`src/aiq_pkg.sv`:
```
// Purpose: shared constants for the analog input acquisition controller
// Assumes: 32-bit AHB-Lite register bus, one word per register
// Notes: offsets are byte addresses; all fields sit in the low bits
package aiq_pkg;
   // ------------------------------------------------------------
   // register offsets
   // ------------------------------------------------------------
   localparam logic [7:0] OFS_CTRL = 8'h00;
   localparam logic [7:0] OFS_MODE = 8'h04;
   localparam logic [7:0] OFS_NCHAN = 8'h08;
   localparam logic [7:0] OFS_DIFFERENTIAL_INPUT_MODE = 8'h0C;
   localparam logic [7:0] OFS_PRE = 8'h10;
   localparam logic [7:0] OFS_POST = 8'h14;
   localparam logic [7:0] OFS_DIV = 8'h18;
   localparam logic [7:0] OFS_STATUS = 8'h1C;
   localparam logic [7:0] OFS_DATA = 8'h20;
   // ------------------------------------------------------------
   // control command bits (write-only pulses)
   // ------------------------------------------------------------
   localparam int CTRL_START = 0;
   localparam int CTRL_STOP = 1;
   localparam int CTRL_CONVERT = 2;
   localparam int CTRL_CLR_OVF = 3;
   // ------------------------------------------------------------
   // mode register bits
   // ------------------------------------------------------------
   localparam int MODE_HW = 0;
   localparam int MODE_BUF = 1;
   localparam int MODE_CONT = 2;
   localparam int MODE_REF = 3;
   localparam int MODE_EXT = 4;
   localparam int MODE_FALL = 5;
   localparam int MODE_TRIG = 6;
   localparam int MODE_W = 7;
   // ------------------------------------------------------------
   // field widths, status layout and reset values
   // ------------------------------------------------------------
   localparam int CNT_W = 24;
   localparam int NCH_FW = 4;
   localparam int ST_BUSY = 3;
   localparam int ST_OVF = 4;
   localparam int ST_EMPTY = 5;
   localparam int ST_FULL = 6;
   localparam int ST_LVL_LSB = 8;
   localparam logic [NCH_FW-1:0] NCHAN_RST = 4'h1;
   localparam logic [CNT_W-1:0] DIV_RST = 24'h0003E8;
   // ------------------------------------------------------------
   // acquisition states, gray coded along the usual path
   // ------------------------------------------------------------
   typedef enum logic [2:0] {
      ST_IDLE = 3'b000,
      ST_ARMED = 3'b001,
      ST_PRE = 3'b011,
      ST_WREF = 3'b010,
      ST_POST = 3'b110
   } aiq_state_t;
endpackage

```
`src/aiq_sample_fifo.sv`:
```
// Purpose: onboard sample FIFO that overwrites the oldest word when full
// Assumes: DEPTH is a power of two
// Notes: ovf pulses for one cycle on each lost word
module aiq_sample_fifo #(
   parameter int W = 16,
   parameter int DEPTH = 16
) (
   // clock and reset
   input wire logic hclk,
   input wire logic hresetn,
   // write and read side
   input wire logic push,
   input wire logic [W-1:0] wdata,
   input wire logic pop,
   output logic [W-1:0] rdata,
   // state
   output logic empty,
   output logic full,
   output logic [$clog2(DEPTH):0] level,
   output logic ovf
);
   localparam int AW = $clog2(DEPTH);
   localparam logic [AW:0] FULL_LVL = (AW+1)'(DEPTH);
   logic [W-1:0] mem [DEPTH];
   logic [AW-1:0] wr_r;
   logic [AW-1:0] rd_r;
   logic [AW:0] lvl_r;
   logic ovf_r;
   wire do_pop = pop & ~empty;
   // a push into a full fifo with no pop displaces the oldest word
   wire lose = push & full & ~do_pop;

   assign empty = (lvl_r == '0);
   assign full = (lvl_r == FULL_LVL);
   assign level = lvl_r;
   assign rdata = mem[rd_r];
   assign ovf = ovf_r;

   // storage array, no reset needed on data
   always_ff @(posedge hclk) begin
      if (push) begin
         mem[wr_r] <= wdata;
      end
   end

   // pointers and level
   always_ff @(posedge hclk or negedge hresetn) begin
      if (!hresetn) begin
         wr_r <= '0;
         rd_r <= '0;
         lvl_r <= '0;
         ovf_r <= 1'b0;
      end else begin
         wr_r <= push ? wr_r + 1'b1 : wr_r;
         rd_r <= (do_pop | lose) ? rd_r + 1'b1 : rd_r;
         lvl_r <= lvl_r + (AW+1)'(push & ~lose) - (AW+1)'(do_pop);
         ovf_r <= lose;
      end
   end
endmodule

```
`src/aiq_pace_gen.sv`:
```
// Purpose: sample pacing pulse from an internal divider or an external pin
// Assumes: external pacing input is synchronous to hclk
// Notes: one-cycle pulse per pacing period or per selected edge
module aiq_pace_gen #(
   parameter int CW = 24
) (
   // clock and reset
   input wire logic hclk,
   input wire logic hresetn,
   // configuration
   input wire logic run,
   input wire logic use_ext,
   input wire logic ext_fall,
   input wire logic [CW-1:0] div,
   // pacing sources and result
   input wire logic ext_clk,
   output logic pulse
);
   logic [CW-1:0] cnt_r;
   logic ext_d_r;
   logic pulse_r;
   wire ext_edge = ext_fall ? (ext_d_r & ~ext_clk) : (~ext_d_r & ext_clk);
   // a divide of zero is treated as one, so the divider never stalls
   wire wrap = (cnt_r == '0);

   assign pulse = pulse_r;

   // divider and edge detector
   always_ff @(posedge hclk or negedge hresetn) begin
      if (!hresetn) begin
         cnt_r <= '0;
         ext_d_r <= 1'b0;
         pulse_r <= 1'b0;
      end else begin
         ext_d_r <= ext_clk;
         if (!run || use_ext || wrap) begin
            cnt_r <= (div == '0) ? '0 : div - 1'b1;
         end else begin
            cnt_r <= cnt_r - 1'b1;
         end
         pulse_r <= run & (use_ext ? ext_edge : wrap);
      end
   end
endmodule

```
`src/aiq_acq_ctrl.sv`:
```
// Purpose: acquisition control for a multichannel analog input converter
// Assumes: single clock; converter answers each conv_start with one conv_done
// Notes: registers over AHB-Lite with one wait state per transfer
//
// Overview of operation
// - On-demand mode: each software convert command issued while idle yields exactly one conversion.
// - Hardware-timed mode paces scans from internal divider or external pacing input.
// - Hardware-timed runs may wait for the begin trigger input.
// - Buffered mode stores samples in FIFO and hands them out by DMA.
// - Finite mode acquires a preset sample count then stops by itself.
// - Continuous mode acquires without limit until software stops it.
// - Sample into full FIFO overwrites oldest data and flags overflow.
// - Non-buffered mode lets software read single samples straight from FIFO.
// - Three trigger actions exist: start, reference and pause.
// - All triggers are digital inputs; no analog level trigger exists.
// - Differential channel uses two mux inputs: signal positive, return negative.
// - Single-ended channel routes signal positive and input ground negative.
// - Each accepted pacing pulse samples every configured channel exactly once; pulses during a scan or pause are dropped.
// - Sample counter loads count, decrements per pacing pulse, segment ends at zero.
// - Reference trigger before pretrigger samples complete is ignored.
//
// The placing of the registers and register access over AHB-Lite were chosen for this implementation.
module aiq_acq_ctrl #(
   parameter int NCH = 8,
   parameter int FIFO_DEPTH = 16,
   parameter int DATA_W = 16
) (
   // clock and reset
   input wire logic hclk,
   input wire logic hresetn,
   // ahb-lite slave
   input wire logic hsel,
   input wire logic [31:0] haddr,
   input wire logic [1:0] htrans,
   input wire logic hwrite,
   input wire logic [2:0] hsize,
   input wire logic [31:0] hwdata,
   input wire logic hready,
   output logic [31:0] hrdata,
   output logic hreadyout,
   output logic hresp,
   // converter handshake
   output logic conv_start,
   input wire logic conv_done,
   input wire logic [DATA_W-1:0] conv_data,
   // multiplexer routing to the programmable_gain_amplifier
   output logic [$clog2(2*NCH)-1:0] mux_pos_sel,
   output logic [$clog2(2*NCH)-1:0] mux_neg_sel,
   output logic mux_neg_ground,
   // digital timing inputs
   input wire logic sample_pacing_clock,
   input wire logic acquisition_begin_input,
   input wire logic reference_event_input,
   input wire logic pause_input,
   // dma hand-off to host buffer
   output logic dma_req,
   output logic [DATA_W-1:0] dma_data,
   input wire logic dma_ack
);
   localparam int MW = $clog2(2*NCH);
   localparam int CHW = $clog2(NCH);
   localparam int LW = $clog2(FIFO_DEPTH) + 1;

   // ------------------------------------------------------------
   // decode helpers
   // ------------------------------------------------------------
   function automatic logic reg_is(input logic [7:0] a, input logic [7:0] ofs);
      reg_is = (a == ofs);
   endfunction

   // differential channels take a second input bank for the return
   function automatic logic [MW-1:0] neg_route(input logic [CHW-1:0] ch);
      neg_route = MW'(ch) + MW'(NCH);
   endfunction

   // ------------------------------------------------------------
   // bus slave
   // ------------------------------------------------------------
   logic pend_r;
   logic wr_r;
   logic [7:0] addr_r;
   logic hready_r;
   logic [31:0] hrdata_r;
   logic hresp_r;
   wire acc_w = hsel & hready & htrans[1];
   wire wr_en = pend_r & wr_r;
   wire rd_en = pend_r & ~wr_r;

   // address phase capture; every transfer takes one wait state
   always_ff @(posedge hclk or negedge hresetn) begin
      if (!hresetn) begin
         pend_r <= 1'b0;
         wr_r <= 1'b0;
         addr_r <= 8'h00;
         hready_r <= 1'b1;
         hresp_r <= 1'b0;
      end else begin
         pend_r <= acc_w;
         hready_r <= ~acc_w;
         hresp_r <= 1'b0;
         if (acc_w) begin
            wr_r <= hwrite;
            addr_r <= haddr[7:0];
         end
      end
   end

   // ------------------------------------------------------------
   // configuration registers
   // ------------------------------------------------------------
   logic [aiq_pkg::MODE_W-1:0] mode_r;
   logic [aiq_pkg::NCH_FW-1:0] nch_r;
   logic [NCH-1:0] differential_input_mode_r;
   logic [aiq_pkg::CNT_W-1:0] pre_r;
   logic [aiq_pkg::CNT_W-1:0] post_r;
   logic [aiq_pkg::CNT_W-1:0] div_r;
   wire ctrl_wr = wr_en & reg_is(addr_r, aiq_pkg::OFS_CTRL);
   wire start_cmd = ctrl_wr & hwdata[aiq_pkg::CTRL_START];
   wire stop_cmd = ctrl_wr & hwdata[aiq_pkg::CTRL_STOP];
   wire conv_cmd = ctrl_wr & hwdata[aiq_pkg::CTRL_CONVERT];
   wire clr_cmd = ctrl_wr & hwdata[aiq_pkg::CTRL_CLR_OVF];
   wire hw_mode = mode_r[aiq_pkg::MODE_HW];
   wire buf_mode = mode_r[aiq_pkg::MODE_BUF];
   wire cont_mode = mode_r[aiq_pkg::MODE_CONT];
   wire ref_mode = mode_r[aiq_pkg::MODE_REF];

   // register writes
   always_ff @(posedge hclk or negedge hresetn) begin
      if (!hresetn) begin
         mode_r <= '0;
         nch_r <= aiq_pkg::NCHAN_RST;
         differential_input_mode_r <= '0;
         pre_r <= '0;
         post_r <= '0;
         div_r <= aiq_pkg::DIV_RST;
      end else if (wr_en) begin
         if (reg_is(addr_r, aiq_pkg::OFS_MODE)) mode_r <= hwdata[aiq_pkg::MODE_W-1:0];
         if (reg_is(addr_r, aiq_pkg::OFS_NCHAN)) nch_r <= hwdata[aiq_pkg::NCH_FW-1:0];
         if (reg_is(addr_r, aiq_pkg::OFS_DIFFERENTIAL_INPUT_MODE)) differential_input_mode_r <= hwdata[NCH-1:0];
         if (reg_is(addr_r, aiq_pkg::OFS_PRE)) pre_r <= hwdata[aiq_pkg::CNT_W-1:0];
         if (reg_is(addr_r, aiq_pkg::OFS_POST)) post_r <= hwdata[aiq_pkg::CNT_W-1:0];
         if (reg_is(addr_r, aiq_pkg::OFS_DIV)) div_r <= hwdata[aiq_pkg::CNT_W-1:0];
      end
   end

   // ------------------------------------------------------------
   // trigger edges and pacing
   // ------------------------------------------------------------
   aiq_pkg::aiq_state_t st_r;
   aiq_pkg::aiq_state_t st_nxt;
   logic [aiq_pkg::CNT_W-1:0] cnt_r;
   logic [aiq_pkg::CNT_W-1:0] cnt_nxt;
   logic beg_d_r;
   logic ref_d_r;
   logic pace_pulse;
   logic scan_busy_r;
   wire beg_edge = acquisition_begin_input & ~beg_d_r;
   wire ref_edge = reference_event_input & ~ref_d_r;
   wire running = (st_r == aiq_pkg::ST_PRE) | (st_r == aiq_pkg::ST_WREF) |
                  (st_r == aiq_pkg::ST_POST);
   wire cnt_zero = (cnt_r == '0);
   // a pulse landing while a scan is still converting is dropped, not queued
   wire cnt_gate = (st_r == aiq_pkg::ST_WREF) | ~cnt_zero |
                   ((st_r == aiq_pkg::ST_POST) & cont_mode);
   wire pace_ok = pace_pulse & running & hw_mode & ~pause_input & ~scan_busy_r & cnt_gate;
   wire cnt_dec = pace_ok & ~cnt_zero & ~((st_r == aiq_pkg::ST_POST) & cont_mode);

   aiq_pace_gen #(
      .CW(aiq_pkg::CNT_W)
   ) u_pace (
      .hclk(hclk),
      .hresetn(hresetn),
      .run(running),
      .use_ext(mode_r[aiq_pkg::MODE_EXT]),
      .ext_fall(mode_r[aiq_pkg::MODE_FALL]),
      .div(div_r),
      .ext_clk(sample_pacing_clock),
      .pulse(pace_pulse)
   );

   // ------------------------------------------------------------
   // acquisition state machine
   // ------------------------------------------------------------
   wire go_now = (st_r == aiq_pkg::ST_IDLE) ? (start_cmd & ~mode_r[aiq_pkg::MODE_TRIG]) :
                 ((st_r == aiq_pkg::ST_ARMED) & beg_edge);

   always_comb begin
      st_nxt = st_r;
      cnt_nxt = cnt_dec ? cnt_r - 1'b1 : cnt_r;
      case (st_r)
         aiq_pkg::ST_IDLE: begin
            // optionally wait for the begin trigger
            if (start_cmd && hw_mode && mode_r[aiq_pkg::MODE_TRIG]) st_nxt = aiq_pkg::ST_ARMED;
         end
         aiq_pkg::ST_ARMED: begin
         end
         aiq_pkg::ST_PRE: begin
            // reference edges are not looked at here
            if (cnt_zero) st_nxt = aiq_pkg::ST_WREF;
         end
         aiq_pkg::ST_WREF: begin
            if (ref_edge) begin
               st_nxt = aiq_pkg::ST_POST;
               cnt_nxt = post_r;
            end
         end
         aiq_pkg::ST_POST: begin
            if (!cont_mode && cnt_zero && !scan_busy_r) st_nxt = aiq_pkg::ST_IDLE;
         end
         default: st_nxt = aiq_pkg::ST_IDLE;
      endcase
      // load the segment count on start
      if (go_now && hw_mode) begin
         st_nxt = ref_mode ? aiq_pkg::ST_PRE : aiq_pkg::ST_POST;
         cnt_nxt = ref_mode ? pre_r : post_r;
      end
      // only an explicit stop ends a continuous run
      if (stop_cmd) st_nxt = aiq_pkg::ST_IDLE;
   end

   always_ff @(posedge hclk or negedge hresetn) begin
      if (!hresetn) begin
         st_r <= aiq_pkg::ST_IDLE;
         cnt_r <= '0;
         beg_d_r <= 1'b0;
         ref_d_r <= 1'b0;
      end else begin
         st_r <= st_nxt;
         cnt_r <= cnt_nxt;
         beg_d_r <= acquisition_begin_input;
         ref_d_r <= reference_event_input;
      end
   end

   // ------------------------------------------------------------
   // channel scanner and mux routing
   // ------------------------------------------------------------
   logic [CHW-1:0] ch_r;
   logic od_r;
   logic conv_start_r;
   logic [MW-1:0] mux_pos_r;
   logic [MW-1:0] mux_neg_r;
   logic mux_gnd_r;
   // one command, one conversion, only when nothing else runs
   wire od_go = conv_cmd & ~hw_mode & ~scan_busy_r & (st_r == aiq_pkg::ST_IDLE);
   wire launch = pace_ok | od_go;
   wire last_ch = od_r | (aiq_pkg::NCH_FW'(ch_r) + 1'b1 >= nch_r);
   wire step = scan_busy_r & conv_done & ~last_ch;
   wire [CHW-1:0] ch_nxt = launch ? '0 : ch_r + 1'b1;

   // walk every configured channel once per accepted pacing pulse
   always_ff @(posedge hclk or negedge hresetn) begin
      if (!hresetn) begin
         scan_busy_r <= 1'b0;
         ch_r <= '0;
         od_r <= 1'b0;
         conv_start_r <= 1'b0;
      end else begin
         conv_start_r <= launch | step;
         if (launch) begin
            scan_busy_r <= 1'b1;
            od_r <= od_go;
         end else if (scan_busy_r && conv_done && last_ch) begin
            scan_busy_r <= 1'b0;
         end
         if (launch || step) ch_r <= ch_nxt;
      end
   end

   // route the amplifier inputs with each conversion start
   always_ff @(posedge hclk or negedge hresetn) begin
      if (!hresetn) begin
         mux_pos_r <= '0;
         mux_neg_r <= '0;
         mux_gnd_r <= 1'b1;
      end else if (launch || step) begin
         mux_pos_r <= MW'(ch_nxt);
         mux_neg_r <= differential_input_mode_r[ch_nxt] ? neg_route(ch_nxt) : '0;
         mux_gnd_r <= ~differential_input_mode_r[ch_nxt];
      end
   end

   // ------------------------------------------------------------
   // sample fifo, dma and overflow
   // ------------------------------------------------------------
   logic [DATA_W-1:0] head;
   logic f_empty;
   logic f_full;
   logic [LW-1:0] f_level;
   logic f_ovf;
   logic ovf_r;
   logic dma_req_r;
   logic [DATA_W-1:0] dma_data_r;
   wire data_rd = rd_en & reg_is(addr_r, aiq_pkg::OFS_DATA) & ~buf_mode;
   wire dma_pop = dma_req_r & dma_ack;
   wire fifo_pop = dma_pop | data_rd;

   // conversions land in the overwriting fifo
   aiq_sample_fifo #(
      .W(DATA_W),
      .DEPTH(FIFO_DEPTH)
   ) u_fifo (
      .hclk(hclk),
      .hresetn(hresetn),
      .push(scan_busy_r & conv_done),
      .wdata(conv_data),
      .pop(fifo_pop),
      .rdata(head),
      .empty(f_empty),
      .full(f_full),
      .level(f_level),
      .ovf(f_ovf)
   );

   // one word per request, request drops after each ack
   always_ff @(posedge hclk or negedge hresetn) begin
      if (!hresetn) begin
         dma_req_r <= 1'b0;
         dma_data_r <= '0;
      end else if (dma_pop) begin
         dma_req_r <= 1'b0;
      end else if (!dma_req_r && buf_mode && !f_empty && !data_rd) begin
         dma_req_r <= 1'b1;
         dma_data_r <= head;
      end
   end

   // sticky overflow; a new loss wins over a clear
   always_ff @(posedge hclk or negedge hresetn) begin
      if (!hresetn) begin
         ovf_r <= 1'b0;
      end else begin
         ovf_r <= f_ovf | (ovf_r & ~clr_cmd & ~start_cmd);
      end
   end

   // ------------------------------------------------------------
   // read mux; a data read pops one sample outside buffered mode
   // ------------------------------------------------------------
   wire [31:0] status_w = {16'h0000, 8'(f_level), 1'b0, f_full, f_empty, ovf_r,
                           scan_busy_r, st_r};
   wire [31:0] rd_w =
      reg_is(addr_r, aiq_pkg::OFS_MODE) ? 32'(mode_r) :
      reg_is(addr_r, aiq_pkg::OFS_NCHAN) ? 32'(nch_r) :
      reg_is(addr_r, aiq_pkg::OFS_DIFFERENTIAL_INPUT_MODE) ? 32'(differential_input_mode_r) :
      reg_is(addr_r, aiq_pkg::OFS_PRE) ? 32'(pre_r) :
      reg_is(addr_r, aiq_pkg::OFS_POST) ? 32'(post_r) :
      reg_is(addr_r, aiq_pkg::OFS_DIV) ? 32'(div_r) :
      reg_is(addr_r, aiq_pkg::OFS_STATUS) ? status_w :
      reg_is(addr_r, aiq_pkg::OFS_DATA) ? 32'(head) : 32'h00000000;

   always_ff @(posedge hclk or negedge hresetn) begin
      if (!hresetn) begin
         hrdata_r <= 32'h00000000;
      end else if (rd_en) begin
         hrdata_r <= rd_w;
      end
   end

   assign hrdata = hrdata_r;
   assign hreadyout = hready_r;
   assign hresp = hresp_r;
   assign conv_start = conv_start_r;
   assign mux_pos_sel = mux_pos_r;
   assign mux_neg_sel = mux_neg_r;
   assign mux_neg_ground = mux_gnd_r;
   assign dma_req = dma_req_r;
   assign dma_data = dma_data_r;
endmodule

```
`config.mk`:
```
export PLATFORM = sky130hd
export DESIGN_NAME = aiq_acq_ctrl
export DESIGN_NICKNAME = d
export VERILOG_FILES = /design/src/aiq_pkg.sv /design/src/aiq_sample_fifo.sv /design/src/aiq_pace_gen.sv /design/src/aiq_acq_ctrl.sv
export SDC_FILE = /design/constraint.sdc
export NUM_CORES = 1
export LEC_CHECK = 0
export BUFFER_PORTS_ARGS = -buffer_cell sky130_fd_sc_hd__buf_2
export CAP_MARGIN = 30
export CORE_MARGIN = 2
export CORE_UTILIZATION = 58
export DETAILED_ROUTE_END_ITERATION = 12
export PLACE_DENSITY = 0.86
export REMOVE_ABC_BUFFERS = 1
export SYNTH_ARGS = -nofsm -noshare
export SYNTH_HDL_FRONTEND = slang
export SYNTH_HIERARCHICAL = 1
export SYNTH_SLANG_ARGS = --single-unit
```
`constraint.sdc`:
```
create_clock -name hclk -period 6.7 [get_ports hclk]
set_input_delay 1.34 -clock hclk [delete_from_list [all_inputs] [get_ports hclk]]
set_output_delay 1.34 -clock hclk [all_outputs]
set_load 0.05 [all_outputs]
```
==> After elaboration in Yosys (flattened, before gate mapping) <==
Memory sizes are Yosys's and may differ from the RTL's.
Index checks and enable logic that the tools add are counted.
{ "totals": {"output_inout_bits": 61, "ramBits": 256, "mem_count": 1, "regBits": 232} }
{ "op_classes": {"addsub": 10, "reduce_logical": 35, "bitwise": 69, "n_mux": 36, "n_eq_ne": 18, "order_cmp": 2} }
{ "memory_table": {"columns": ["name", "depth", "width", "rd", "rd_ports_with_merged_regs", "write_ports", "line", "rtl"], "rows": [
  ["u_fifo.mem", 16, 16, 1, 0, 1, "aiq_sample_fifo.sv:24", "logic [W-1:0] mem [DEPTH];"]
]} }
{ "ops": {"columns": ["cell", "n"], "rows": [
  ["2-to-1 mux 24 bit", 13],
  ["zero test 24 bit", 3],
  ["subtractor 24 x 1 -> 24 bit, second input constant", 3],
  ["bitwise AND 1 bit", 37],
  ["== test 8 x 5 -> 1 bit, second input constant", 4],
  ["2-to-1 mux 16 bit", 2],
  ["2-to-1 mux 3 bit", 8],
  ["NOT 1 bit", 20],
  ["== test 8 x 4 -> 1 bit, second input constant", 2],
  ["case mux 3 bit (5 select lines)", 1],
  ["AND reduction 2 bit", 7],
  ["logical AND 1 bit", 10],
  ["2-to-1 mux 1 bit", 10],
  ["OR 1 bit", 10],
  ["adder 4 x 1 -> 4 bit, second input constant", 2],
  ["== test 8 x 3 -> 1 bit, second input constant", 1],
  ["== test 8 x 6 -> 1 bit, second input constant", 1],
  ["zero test 8 bit", 1],
  ["!= test 4 x 3 -> 1 bit, second input constant", 2],
  ["== test 3 x 2 -> 1 bit, second input constant", 2],
  ["zero test 1 bit", 6],
  ["adder 5 bit", 1],
  ["bitwise AND 1 x 5 -> 5 bit", 1],
  ["== test 5 bit, second input constant", 1],
  ["19 further kinds", 22]
]} }

==> Logic depth before layout (Yosys ltp) <==
Gate-level depths: netlist of the first run.
{ "depth": {"word_depth": 14, "ltp_mapped": 15, "depth_no_buf": 13} }

==> Modules after synthesis <==
Netlist of the first run, hierarchy kept.
{ "by_module_without_submodules": {"columns": ["mod", "instances", "cells_each", "area_each_um2", "seq_area_each_um2"], "rows": [
  ["aiq_sample_fifo", 1, 483, 10445.0, 8037.7],
  ["aiq_acq_ctrl", 1, 751, 8713.4, 4615.7],
  ["aiq_pace_gen", 1, 195, 1888.1, 650.6]
]} }

==> Least setup slack after synthesis of the first run <==
OpenSTA, ideal clock, no wires.
{ "synth_path": {"path_type": "in2reg", "startpoint": "input port conv_done", "endpoint": "memory u_fifo.mem[3][0] (enable)", "setup_ps": 409, "stages": 4, "arrival_time_ps": 3104, "setup_slack_ps": 3187, "path_buffers": 1, "path_cell_list": "and2_1 clkbuf_1 nand2_1 nor3_1"} }
{ "synth_via": {"elab_chain_len": 3} }
{ "synth_rtl": {"columns": ["element", "line", "rtl"], "rows": [
  ["start, declared", "aiq_acq_ctrl.sv:44", "input wire logic conv_done,"],
  ["bitwise AND 1 bit", "aiq_acq_ctrl.sv:305", ".push(scan_busy_r & conv_done),"],
  ["2-to-1 mux 1 bit", "aiq_sample_fifo.sv:41", "if (push) begin"],
  ["2-to-1 mux 1 bit (not written as such)", "aiq_sample_fifo.sv:42", "mem[wr_r] <= wdata;"],
  ["end, declared", "aiq_sample_fifo.sv:24", null]
]} }
No other way between the ends.

==> Final worst setup path of the first run <==
{ "layout_path": {"startpoint": "register addr_r[3]", "endpoint": "register u_fifo.lvl_r[4], in the netlist u_fifo/level[4]"} }
{ "layout_via": {"elab_chain_len": 11} }
{ "layout_rtl": {"columns": ["element", "line", "rtl"], "rows": [
  ["start, declared", "aiq_acq_ctrl.sv:81", "logic [7:0] addr_r;"],
  ["start signal, assigned", "aiq_acq_ctrl.sv:103", "addr_r <= haddr[7:0];"],
  ["== test 8 x 6 -> 1 bit (*)", "aiq_acq_ctrl.sv:68", "reg_is = (a == ofs);"],
  ["bitwise AND 1 bit (*) (2 in series)", "aiq_acq_ctrl.sv:294", "wire data_rd = rd_en & reg_is(addr_r, aiq_pkg::OFS_DATA) & ~buf_mode;"],
  ["OR 1 bit (*)", "aiq_acq_ctrl.sv:296", "wire fifo_pop = dma_pop | data_rd;"],
  ["net fifo_pop", "aiq_acq_ctrl.sv:296", null],
  ["bitwise AND 1 bit (*)", "aiq_sample_fifo.sv:29", "wire do_pop = pop & ~empty;"],
  ["NOT 1 bit", "aiq_sample_fifo.sv:31", "wire lose = push & full & ~do_pop;"],
  ["bitwise AND 1 bit", "aiq_sample_fifo.sv:31", null],
  ["NOT 1 -> 5 bit", "aiq_sample_fifo.sv:56", "lvl_r <= lvl_r + (AW+1)'(push & ~lose) - (AW+1)'(do_pop);"],
  ["bitwise AND 1 x 5 -> 5 bit", "aiq_sample_fifo.sv:56", null],
  ["adder 5 bit", "aiq_sample_fifo.sv:56", null],
  ["subtractor 5 x 1 -> 5 bit (*)", "aiq_sample_fifo.sv:56", null],
  ["end signal, assigned", "aiq_sample_fifo.sv:56", null],
  ["end, declared", "aiq_sample_fifo.sv:27", "logic [AW:0] lvl_r;"]
]} }
The timed path passes the listed nets; every way through them passes the cells marked *.
A chain may end at the register's enable or synchronous reset.

==> impl_results.md, run 1 <==
* Achievable Freq at 275.6 MHz
* Inserted Clock Buffers at 45
* Final net count at 1669
* Slew @ Worst Pin at 1.047 ns
* Initial Utilization at 59.03%
* Clk_lat worst skew at 0.57 ns
* Setup CP Type: reg2reg
* Gpl congestion at 0.8861
* RSZ-0062 raised after global routing: no
* Total Routed Length at 52360 um
* Post-layout total power at 9.008 mW
* Synthesis Warnings at 6
* P&R area growth vs syn at 12.34%
* Hold buffers post-CTS at 0
* Fin util at 66.31%
* Post-cts repair resize count at 0
* Setup violations, final at 0
* Post-synth ARST share at 46.67%
* Register area share after synthesis at 63.21%
* Setup TNS Final at 0 ns
* Syn_area_per_cell at 14.73 um^2
* PwrDens at 381.0 mW/mm^2
* Psw at 3.022 mW
* Post-synth top flop: edfxtp_1
* Crit-path max FO at 16
* Clock Tree Buf Depth at 3
* Metal-1 WL at 19310 um
* Combinational Power Share at 28.6%
* Pin count of the biggest net entering global routing at 109
* Sw Share at 33.54%
* Global-route wire length before repair at 80340 um
* Clock sinks at 480
* TritonRoute pass-1 iters at 6
* Status: complete, no violations
* Clk slew on worst S/H paths at 0.06 ns
* Worst VDD drop at 0.2590 mV
* Drt wl/cell at 25.56 um
* Layout Skew at 0.02213 ns
* Worst path cell trace: nor4_2 -> and2_0 -> a22o_1 -> inv_1 -> or3_1 -> nand2_1 -> ha_1 -> inv_1 -> fa_1 -> inv_1 -> a21oi_1 -> o21bai_1 -> xnor2_1
* Drt first-iter violations at 1583
* Drt via density at 6.575
* Die height at 194.5 um
* Initial antenna violation count at 1
* GRT Overall Usage at 27.85%
* Final Slew Violations at 0
* Met3 WL at 4723 um
* Slowest cell on the critical path: nor4_2
* Inserted Diodes at 0
* Most used cell, CP: inv_1
* # IOs at 157
* Detail Route Antenna Nets at 0
* Sequential power share at 43.2%
* Hold Path Class: reg2reg
* Worst Setup End Kind: flop
* DR DRC count at 0
* Worst Path Arrival at 4.13 ns
* Layout cells sized above 1 at 28.15%
* Max-cap violation count at 0
* Vias in the first global route at 13.79k
* Hpwl dp at 33140 um
* Post-synth EDFFs at 256
* Post-synth cell types at 80
* Root buf cell: clkbuf_16
* Metal2 WL at 26220 um
* Row cnt at 69
* Port Buffers at 110
* Slowest stage delay, CP at 0.71 ns
* Placeable Area at 0.03566 mm^2
* Top layer in use: met5
* Max_slew headroom at 30.18%
* P_leak at 8.852 nW
* Setup crit start kind: flop
* Post-Synthesis Cells at 1429
* Die area at 0.03783 mm^2
* H-tree level count at 2
* Width of the die at 194.5 um
* Post-layout minimum cycle time at 3.629 ns
* Post-Syn Area at 0.02105 mm^2
* Gr ovfl total at 0
* Post CTS Setup Buffer Count at 0
* CTS tree: yes
* FF+latch count, synth at 480
* Pint at 5.987 mW
* Via Count at 13.47k
* Hold Vio Cnt, Final at 0
* Period utilization at 54.16%
* Worst Path Required at 7.20 ns
* Clock share of power at 28.2%
[placed cells by master (no fill, tap or decap), drive strengths merged, types with 4 or more instances in the layout]
cell	count
a31oi	7
nand3	22
nor4b	6
nand3b	4
mux2	118
mux2i	14
nand2b	5
mux4	66
and3	7
a2111oi	4
ha	20
inv	30
a22o	9
nand2	86
or4	13
xor2	30
a21oi	32
nor3b	6
and2	10
xnor2	45
o21ai	32
a221oi	4
nor3	34
o22ai	43
clkinv	15
edfxtp	256
a222oi	16
dfrtp	215
nor4	23
a22oi	45
conb	10
dfstp	9
nor2b	8
a21o	5
or3	10
nand4	5
nor2	72
clkbuf	63
buf	146
a211oi	7
[power groups by stage]
stage / logic, mW / clock network, mW / registers, mW
5_1_grt: 2.74 / 2.68 / 3.93
3_3_place_gp: 2.35 / 0 / 3.97
3_5_place_dp: 2.43 / 0 / 4.01
4_1_cts: 2.47 / 2.57 / 3.97
6_report: 2.58 / 2.54 / 3.89
2_1_floorplan: 1.37 / 0 / 4.28
[metal layers]
layer  track usage, %  up-vias
met1            35.50     6866
li1                 -     5725
met2            47.38      723
met4            10.63        2
met3            5.691      157
met5                0        -
[worst paths after layout]
| check | start | to | slack (ns) | depth (start not counted) |
|---|---|---|---|---|
| max in group asynchronous | hresetn | u_fifo/rd_r[0]$_DFFE_PN0P_ | 4.56 | 2 |
| min in group asynchronous | hresetn | hrdata[20]$_DFFE_PN0P_ | 0.82 | 1 |
| max | addr_r[3]$_DFFE_PN0P_ | u_fifo/level[4]$_DFF_PN0_ | 3.07 | 13 |
| max reg2reg | addr_r[3]$_DFFE_PN0P_ | u_fifo/level[4]$_DFF_PN0_ | 3.07 | 13 |
| min reg2reg | u_fifo/ovf$_DFF_PN0_ | ovf_r$_DFF_PN0_ | 0.45 | 1 |
| min | u_fifo/ovf$_DFF_PN0_ | ovf_r$_DFF_PN0_ | 0.45 | 1 |
[per-stage QoR]
step           cell area (um^2)  cells  worst slack (ns)  hold slack [ns]
2_1_floorplan             20670   1359             2.464           0.4044
3_3_place_gp              22070   1961             2.549           0.4137
3_5_place_dp              22130   1964             3.027           0.4270
4_1_cts                   23600   2047             3.067           0.4408
5_1_grt                   23640   2049             2.846           0.4744
6_report                  23640   2049             3.071           0.4456
[logic make-up after synthesis]
family | after synthesis | share of synthesized area, %
XOR/XNOR | 75 | 3.121
flip-flops | 480 | 63.21
other | 1 | 0.01782
AO/OA/AOI/OAI | 222 | 7.645
buffers and inverters | 108 | 2.485
adder cells (fa/ha/maj) | 21 | 1.284
multiplexers | 198 | 14.06
AND/OR/NAND/NOR | 324 | 8.174
[cell type report]
class | instances | area, um^2
well taps | 461 | 576.8
repair buffers | 146 | 889.6
clock buffers | 63 | 1275
clock inverters | 20 | 200.2
flip-flops and latches | 480 | 13310
fillers | 2363 | 12010
multi-input cells | 850 | 7283
inverters | 29 | 108.9
[state kept, by name, summed over array words and instances, names as in the netlist, 3 cells and up]
signal                     flops
mux_neg_sel                    4
hrdata                        24
mode_r                         7
differential_input_mode_r      8
post_r                        24
nch_r                          4
div_r                         24
u_fifo/rd_r                    4
u_fifo/mem                   256
pre_r                         24
st_r                           3
cnt_r                         24
u_fifo/level                   5
ch_r                           3
addr_r                         8
dma_data                      16
u_fifo/wr_r                    4
u_pace/cnt_r                  24
[worst max-delay path, delay by kind of cell (launching register included)]
kind	cells	cell delay, ns
adders and majority gates	2	0.60
buffers and inverters	3	0.20
and+or+nand+nor	4	1.55
xor gates and xnor gates	1	0.13
DFF	1	0.61
AOI/OAI and AO/OA	3	0.47
[Yosys cell counts, drive strengths merged (8+ instances only)]
cell type | number | area [um^2]
edfxtp | 256 | 7687
dfstp | 9 | 236.5
xor2 | 30 | 262.8
and2 | 10 | 62.56
mux4 | 66 | 1486
nor3 | 34 | 170.2
nor2b | 8 | 50.05
buf | 34 | 245.2
nor2 | 72 | 270.3
or4 | 13 | 108.9
ha | 20 | 250.2
mux2i | 14 | 140.1
mux2 | 118 | 1333
inv | 29 | 108.9
a22oi | 45 | 337.8
a222oi | 16 | 160.2
o22ai | 43 | 331.6
a21oi | 32 | 163.9
or3 | 10 | 62.56
xnor2 | 45 | 394.1
nor4 | 23 | 183.9
o21ai | 32 | 163.9
a22o | 9 | 78.83
clkbuf | 45 | 168.9
nand3 | 22 | 110.1
nand2 | 86 | 332.8
dfrtp | 215 | 5380
No activity file was read; power rests on OpenSTA's default activity.
==> run 2, diff against run 1 <==
ABC_AREA = 1   (was default)
clock period = 3.4 ns   (was 6.7 ns; I/O delays follow)
==> run 2 against run 1 <==
Effect of this change:
- core utilization shrank 0.53 points
- die area grew 12%
- clock-buffer cell count grew 9
- largest cell class unchanged
- largest power group unchanged
==> impl_results.md, run 2 <==
* PwrDens at 746.2 mW/mm^2 (was 381.0 mW/mm^2)
* Buf+Inv Stages, Crit Path at 4 (was 3)
* Setup TNS Final at 0 ns (unchanged)
* Most frequent cells in the layout: nand2_1, inv_1, nand3_1 (was edfxtp_1, dfrtp_1, mux2_2)
* Synthesis Warnings at 6 (unchanged)
* Drt via density at 5.682 (was 6.575)
* Port Buffers at 110 (unchanged)
* # IOs at 157 (unchanged)
* Clk slew on worst S/H paths at 0.06 ns (about the same)
* Fin util at 65.78% (was 66.31%)
* Number of flip-flops under the largest register name at 256 (unchanged)
* Placeable Area at 0.04001 mm^2 (was 0.03566 mm^2)
* Die height at 205.9 um (was 194.5 um)
* Vias in the first global route at 18.70k (was 13.79k)
* Setup violations, final at 0 (unchanged)
* Status: complete, no violations (unchanged)
* Fin area at 0.02632 mm^2 (was 0.02364 mm^2)
* Most used cell, CP: inv_1 (unchanged)
* Achievable Freq at 321.3 MHz (was 275.6 MHz)
* Final Slew Violations at 0 (unchanged)
* Inserted Clock Buffers at 51 (was 45)
* Synth top area cells: edfxtp_1, dfrtp_1, nand2_1, inv_1, nand3_1 (was edfxtp_1, dfrtp_1, mux4_2, mux2_2, xnor2_1)
* Clk_lat worst skew at 0.60 ns (was 0.57 ns)
* Leading area contributor after synthesis: edfxtp_1 (unchanged)
* Slew @ Worst Pin at 0.9588 ns (was 1.047 ns)
* Pin count of the biggest net entering global routing at 107 (was 109)
* Worst path cell trace: inv_1 -> nand2_2 -> nor2_2 -> nand2_1 -> inv_1 -> nand2_1 -> o31ai_2 -> o21ai_1 -> nor2_1 -> inv_1 -> nand2_1 -> ha_1 -> inv_1 -> fa_1 -> o21ai_0 -> xor2_1 (was nor4_2 -> and2_0 -> a22o_1 -> inv_1 -> or3_1 -> nand2_1 -> ha_1 -> inv_1 -> fa_1 -> inv_1 -> a21oi_1 -> o21bai_1 -> xnor2_1)
* Worst VDD drop at 0.5484 mV (was 0.2590 mV)
* Non-Filler Instances at 3371 (was 2049)
* Layout Skew at 0.02129 ns (was 0.02213 ns)
* Initial Utilization at 59.09% (was 59.03%)
* DP Area at 0.02462 mm^2 (was 0.02213 mm^2)
* CTS tree: yes (unchanged)
* Hpwl dp at 40830 um (was 33140 um)
* Placed Cells incl. Taps at 3277 (was 1964)
* Period utilization at 91.54% (was 54.16%)
* Setup CP Type: reg2reg (unchanged)
* Hold Path Class: in2reg (was reg2reg)
* Clock share of power at 28.4% (was 28.2%)
* Crit-path max FO at 4 (was 16)
* Gr ovfl total at 0 (unchanged)
* Drt wl/cell at 18.34 um (was 25.56 um)
* Most common cell after layout, fill and taps aside: nand2_1 (was edfxtp_1)
* Max_slew headroom at 35.49% (was 30.18%)
* Global-route wire length before repair at 97070 um (was 80340 um)
* Via Count at 19.15k (was 13.47k)
* Worst slack at placement at 0.2865 ns (was 3.027 ns)
* Post-layout minimum cycle time at 3.112 ns (was 3.629 ns)
* Post-synth EDFFs at 256 (unchanged)
* Width of the die at 205.9 um (was 194.5 um)
* Sw Share at 38.76% (was 33.54%)
* Post-synth top flop: edfxtp_1 (unchanged)
* Max-cap violation count at 0 (unchanged)
* Slowest stage delay, CP at 0.42 ns (was 0.71 ns)
* Syn_area_per_cell at 8.739 um^2 (was 14.73 um^2)
* Worst Path Required at 3.90 ns (was 7.20 ns)
* Register area share after synthesis at 56.28% (was 63.21%)
* DR DRC count at 0 (unchanged)
* Synth cell count leaders: nand2_1, inv_1, nand3_1 (was edfxtp_1, dfrtp_1, mux2_2)
* Post-layout total power at 19.64 mW (was 9.008 mW)
* Hold Vio Cnt, Final at 0 (unchanged)
* Gpl congestion at 0.9656 (was 0.8861)
* Combinational Power Share at 33.4% (was 28.6%)
* Die area at 0.04238 mm^2 (was 0.03783 mm^2)
* Fillcell total at 3081 (was 2363)
* Setup crit start kind: flop (unchanged)
* Final worst slack at 0.2877 ns (was 3.071 ns)
* Post-synth ARST share at 46.67% (unchanged)
* Post-Synthesis Cells at 2705 (was 1429)
* Detail Route Antenna Nets at 0 (unchanged)
* Slowest cell on the critical path: fa_1 (was nor4_2)
* Total Routed Length at 61820 um (was 52360 um)
* Inserted Diodes at 0 (unchanged)
* Pint at 12.03 mW (was 5.987 mW)
* Most frequent cell after synthesis: nand2_1 (was edfxtp_1)
* Final net count at 2923 (was 1669)
* P_leak at 12.24 nW (was 8.852 nW)
* TritonRoute pass-1 iters at 8 (was 6)
* Root buf cell: clkbuf_16 (unchanged)
* P&R area growth vs syn at 11.33% (was 12.34%)
* Largest Register: u_fifo/mem (unchanged)
* Initial antenna violation count at 0 (was 1)
* Final hold slack at 0.2166 ns (was 0.4456 ns)
* Layout cells sized above 1 at 10.79% (was 28.15%)
* FF+latch count, synth at 480 (unchanged)
* Psw at 7.612 mW (was 3.022 mW)
* Row cnt at 73 (was 69)
* H-tree level count at 2 (unchanged)
* Crit-path leading delay family: compound AO/OA/AOI/OAI gates (was simple AND/OR/NAND/NOR gates)
* Fraction of post-synthesis cell area in the top cell type by area at 32.52% (was 36.53%)
* Clock Tree Buf Depth at 3 (unchanged)
* Drt first-iter violations at 2125 (was 1583)
* Clock sinks at 480 (unchanged)
* Post-synth cell types at 56 (was 80)
* Post CTS Setup Buffer Count at 0 (unchanged)
* Sequential power share at 38.2% (was 43.2%)
* Worst Path Arrival at 3.62 ns (was 4.13 ns)
* Worst Setup End Kind: flop (unchanged)
* RSZ-0062 raised after global routing: no (unchanged)
* Post-Syn Area at 0.02364 mm^2 (was 0.02105 mm^2)
* GRT Overall Usage at 29.60% (was 27.85%)
[run 2: cell count changes after synthesis, sizes merged, moves of 29 or more]
cell and change:
nand3 +251, mux4 -66, o22ai -36, o21ai +184, a22oi -45, xnor2 -31, inv +350, nor2 +118
nand4 +29, nand2 +732, mux2 -118, buf +45
[run 2: cell families (layout without fill, tap and decap cells)]
logic type,Yosys count,after routing,share of synthesized area (%)
buffers and inverters,500,632,9.014
muxes,4,4,0.1694
xor gates and xnor gates,43,43,1.593
adders and majority gates,21,21,1.143
and+or+nand+nor,1333,1333,23.85
DFF,480,480,56.28
other,1,10,0.01586
AOI/OAI and AO/OA,323,323,7.929
[run 2: worst paths after layout]
kind / start / to / slack [ns] / depth (start not counted)
worst min register to register: od_r$_DFFE_PN0P_ / od_r$_DFFE_PN0P_ / 0.48 / 2
min in group asynchronous: hresetn / u_pace/cnt_r[20]$_DFF_PN0_ / 0.58 / 2
worst max register to register: addr_r[0]$_DFFE_PN0P_ / u_fifo/level[4]$_DFF_PN0_ / 0.29 / 16
max in group asynchronous: hresetn / div_r[8]$_DFFE_PN1P_ / 1.96 / 3
worst min-delay path: acquisition_begin_input / beg_d_r$_DFF_PN0_ / 0.22 / 1
worst max-delay path: addr_r[0]$_DFFE_PN0P_ / u_fifo/level[4]$_DFF_PN0_ / 0.29 / 16
[run 2: power groups by stage]
stage	Combinational (mW)	Clock (mW)	Sequential (mW)
2_1_floorplan	3.55	0	8.30
3_3_place_gp	6.15	0	7.55
3_5_place_dp	6.42	0	7.57
4_1_cts	6.49	5.62	7.48
5_1_grt	7.24	5.86	7.57
6_report	6.56	5.58	7.50
[run 2: metal layers]
metal	global-route usage (%)	wire, um	vias to the layer above
li1	-	-	8958
met1	36.99	23610	9096
met2	50.97	30680	908
met3	3.895	4663	191
met4	14.49	2869	0
met5	0	0	-
[run 2: timing repair]
action | in CTS | in global routing
endpoints found under the hold margin | 2 | 0
hold buffers | 1 | 0
resized for setup | 0 | 1
setup endpoints to repair | 0 | 1
[run 2: worst reg2reg max path, cell delays in order (launching register included)]
cell	delay (ns)
dfrtp_1	0.38
inv_1	0.11
nand2_2	0.10
nor2_2	0.11
nand2_1	0.15
inv_1	0.08
nand2_1	0.09
o31ai_2	0.27
o21ai_1	0.20
nor2_1	0.21
inv_1	0.09
nand2_1	0.08
ha_1	0.16
inv_1	0.06
fa_1	0.42
o21ai_0	0.29
xor2_1	0.23
[run 2: cell type report]
type	count	area, um^2	share of cell area, %
multi-input cells	1734	8242	31.32
clock buffers	72	1435	5.454
repair buffers	158	993.5	3.775
well taps	525	656.9	2.496
flip-flops and latches	480	13310	50.58
clock inverters	21	244.0	0.9272
inverters	381	1435	5.454
==> run 3, diff against run 2 <==
SYNTH_HIERARCHICAL = default   (was 1)
==> run 3 against run 2 <==
Effect of this change:
- critical path depth is 1 lower
- register-to-register slack better by 0.31 ns
- sequential power is 1% higher
- die area is 4.9% lower
- clock power is 0.9% lower
- clock-buffer cell count is 7 lower
- largest power group unchanged
==> impl_results.md, run 3 <==
* Initial antenna violation count at 2 (was 0)
* Sw Share at 39.00% (was 38.76%)
* Clock sinks at 480 (unchanged)
* Non-Filler Instances at 3053 (was 3371)
* Achievable Freq at 356.7 MHz (was 321.3 MHz)
* Most frequent cells in the layout: nand2_1, nor2_1, edfxtp_1 (was nand2_1, inv_1, nand3_1)
* Hold buffers post-CTS at 0 (was 1)
* Max-cap violation count at 0 (unchanged)
* PwrDens at 781.0 mW/mm^2 (was 746.2 mW/mm^2)
* TritonRoute pass-1 iters at 5 (was 8)
* Placed Cells incl. Taps at 2960 (was 3277)
* Global-route wire length before repair at 95840 um (was 97070 um)
* Hold Path Class: in2async (was in2reg)
* Final worst slack at 0.5967 ns (was 0.2877 ns)
* Die area at 0.04032 mm^2 (was 0.04238 mm^2)
* Layout cells sized above 1 at 12.39% (was 10.79%)
* Fraction of post-synthesis cell area in the top cell type by area at 34.22% (was 32.52%)
* Clock Tree Buf Depth at 3 (unchanged)
* Row cnt at 72 (was 73)
* CTS tree: yes (unchanged)
* RSZ-0062 raised after global routing: no (unchanged)
* Post-layout minimum cycle time at 2.803 ns (was 3.112 ns)
* Total Routed Length at 61640 um (was 61820 um)
* Via Count at 18.23k (was 19.15k)
* Worst slack at placement at 0.6178 ns (was 0.2865 ns)
* Register area share after synthesis at 59.23% (was 56.28%)
* Width of the die at 200.8 um (was 205.9 um)
* Pint at 12.04 mW (was 12.03 mW)
* Clk slew on worst S/H paths at 0.06 ns (about the same)
* Leading area contributor after synthesis: edfxtp_1 (unchanged)
* Max_slew headroom at 47.71% (was 35.49%)
* Status: complete, no violations (unchanged)
* GRT Overall Usage at 30.45% (was 29.60%)
* Initial Utilization at 58.40% (was 59.09%)
* Setup TNS Final at 0 ns (unchanged)
* DR DRC count at 0 (unchanged)
* Drt via density at 5.970 (was 5.682)
* Clock share of power at 28.0% (was 28.4%)
* Layout Skew at 0.02236 ns (was 0.02129 ns)
* Post CTS Setup Buffer Count at 0 (unchanged)
* Pin count of the biggest net entering global routing at 162 (was 107)
* Combinational Power Share at 33.6% (was 33.4%)
* Gr ovfl total at 0 (unchanged)
* Most common cell after layout, fill and taps aside: nand2_1 (unchanged)
* Final net count at 2611 (was 2923)
* Worst VDD drop at 0.6332 mV (was 0.5484 mV)
* Largest Register: u_fifo.mem (was u_fifo/mem)
* Root buf cell: clkbuf_16 (unchanged)
* Detail Route Antenna Nets at 0 (unchanged)
* Die height at 200.8 um (was 205.9 um)
* Post-synth ARST share at 46.67% (unchanged)
* Setup CP Type: reg2reg (unchanged)
* Vias in the first global route at 17.82k (was 18.70k)
* Drt wl/cell at 20.19 um (was 18.34 um)
* # IOs at 157 (unchanged)
* Fillcell total at 2907 (was 3081)
* Worst Path Required at 3.93 ns (was 3.90 ns)
* Drt first-iter violations at 2103 (was 2125)
* FF+latch count, synth at 480 (unchanged)
* Gpl congestion at 0.9530 (was 0.9656)
* Most frequent cell after synthesis: nand2_1 (unchanged)
* Crit-path max FO at 5 (was 4)
* Fin util at 65.71% (was 65.78%)
* Psw at 7.698 mW (was 7.612 mW)
* Synthesis Warnings at 0 (was 6)
* Worst Setup End Kind: flop (unchanged)
* Clk_lat worst skew at 0.61 ns (was 0.60 ns)
* Syn_area_per_cell at 9.430 um^2 (was 8.739 um^2)
* Port Buffers at 110 (unchanged)
* Synth top area cells: edfxtp_1, dfrtp_1, nand2_1, o21ai_0, nor2_1 (was edfxtp_1, dfrtp_1, nand2_1, inv_1, nand3_1)
* Slew @ Worst Pin at 0.7814 ns (was 0.9588 ns)
* Inserted Clock Buffers at 49 (was 51)
* Placeable Area at 0.03847 mm^2 (was 0.04001 mm^2)
* Hpwl dp at 39730 um (was 40830 um)
* Post-Synthesis Cells at 2382 (was 2705)
* Number of flip-flops under the largest register name at 256 (unchanged)
* Final Slew Violations at 0 (unchanged)
* Period utilization at 82.45% (was 91.54%)
* Post-synth top flop: edfxtp_1 (unchanged)
* Synth cell count leaders: nand2_1, nor2_1, edfxtp_1 (was nand2_1, inv_1, nand3_1)
* Setup violations, final at 0 (unchanged)
* Sequential power share at 38.4% (was 38.2%)
* P&R area growth vs syn at 12.53% (was 11.33%)
* Setup crit start kind: flop (unchanged)
* Post-synth cell types at 57 (was 56)
* H-tree level count at 2 (unchanged)
* Hold Vio Cnt, Final at 0 (unchanged)
* Post-synth EDFFs at 256 (unchanged)
* Post-layout total power at 19.74 mW (was 19.64 mW)
* Worst Path Arrival at 3.33 ns (was 3.62 ns)
* Post-Syn Area at 0.02246 mm^2 (was 0.02364 mm^2)
* Post-cts repair resize count at 0 (unchanged)
* P_leak at 10.83 nW (was 12.24 nW)
-- run 3: cell types whose count changed in the layout (fill, tap and decap cells not counted), moves of 19 or more --
| cell | delta |
|---|---|
| a21oi_1 | +53 |
| o211ai_1 | +24 |
| nand2_1 | -261 |
| nand3_1 | -175 |
| xor2_1 | +19 |
| inv_1 | -173 |
| nor2_1 | +100 |
| o21ai_0 | +59 |
-- run 3: path summary, 6_finish.rpt --
check,slack (ns),depth (start not counted),start,endpoint
min in group hclk,0.21,1,reference_event_input,ref_d_r$_DFF_PN0_
max in group asynchronous,2.42,2,hresetn,div_r[5]$_DFFE_PN1P_
hold reg to reg,0.47,2,mux_neg_ground$_DFFE_PN1P_,mux_neg_ground$_DFFE_PN1P_
setup reg to reg,0.60,15,addr_r[1]$_DFFE_PN0P_,u_fifo.level[4]$_DFF_PN0_
setup / recovery,0.60,15,addr_r[1]$_DFFE_PN0P_,u_fifo.level[4]$_DFF_PN0_
hold / removal,0.09,1,hresetn,u_pace.cnt_r[17]$_DFF_PN0_
-- run 3: per-layer routing --
metal | share of wire [%] | global-route usage (%)
met1 | 36 | 37.64
met2 | 49 | 51.82
met3 | 9.5 | 5.617
met4 | 5.0 | 15.00
met5 | 0.023 | 0
-- run 3: power groups by stage --
stage / registers [mW] / logic (mW) / clock network (mW)
2_1_floorplan: 8.39 / 3.54 / 0
3_3_place_gp: 7.62 / 6.13 / 0
3_5_place_dp: 7.64 / 6.44 / 0
4_1_cts: 7.55 / 6.54 / 5.54
5_1_grt: 7.65 / 7.22 / 5.78
6_report: 7.58 / 6.64 / 5.53
-- run 3: layout make-up --
class | instances | area [um^2] | area share [%]
sequential | 480 | 13310 | 52.65
multi-input combinational | 1582 | 7816 | 30.92
clock buffer | 65 | 1346 | 5.326
timing repair buffer | 163 | 1021 | 4.039
inverter | 218 | 823.3 | 3.257
tap | 518 | 648.1 | 2.564
clock inverter | 26 | 311.5 | 1.233
antenna | 1 | 2.502 | 0.009900
-- run 3: critical path, stage by stage, from the launching register on --
cell,delay (ns)
dfrtp_1,0.41
nor2_4,0.18
nand3_1,0.16
nor4_4,0.19
nand3_1,0.15
nand2_1,0.13
nand2_1,0.09
inv_1,0.07
ha_1,0.12
inv_1,0.04
ha_1,0.21
fa_1,0.45
a21oi_1,0.17
nor2_1,0.06
nor2_1,0.13
xor2_1,0.18
-- run 3: cells by family (layout without fill, tap and decap cells) --
group / count (synthesis) / in the layout / share of synthesized area [%]
fa+ha+maj: 21 / 21 / 1.203
buf+inv: 329 / 472 / 6.194
simple gates: 1000 / 1000 / 18.44
mux: 1 / 1 / 0.04456
xor+xnor: 63 / 63 / 2.456
compound gates: 487 / 487 / 12.42
flops: 480 / 480 / 59.23
other cells: 1 / 11 / 0.01669
-- run 3: through the flow --
| step | hold slack, ns | cell area [um^2] |
|---|---|---|
| finish | 0.08628 | 25280 |
| global route | 0.1268 | 25270 |
| CTS | 0.1174 | 25270 |
| detailed placement | 0.4631 | 23610 |
| global placement | 0.4551 | 23610 |
| floorplan | 0.3844 | 21930 |
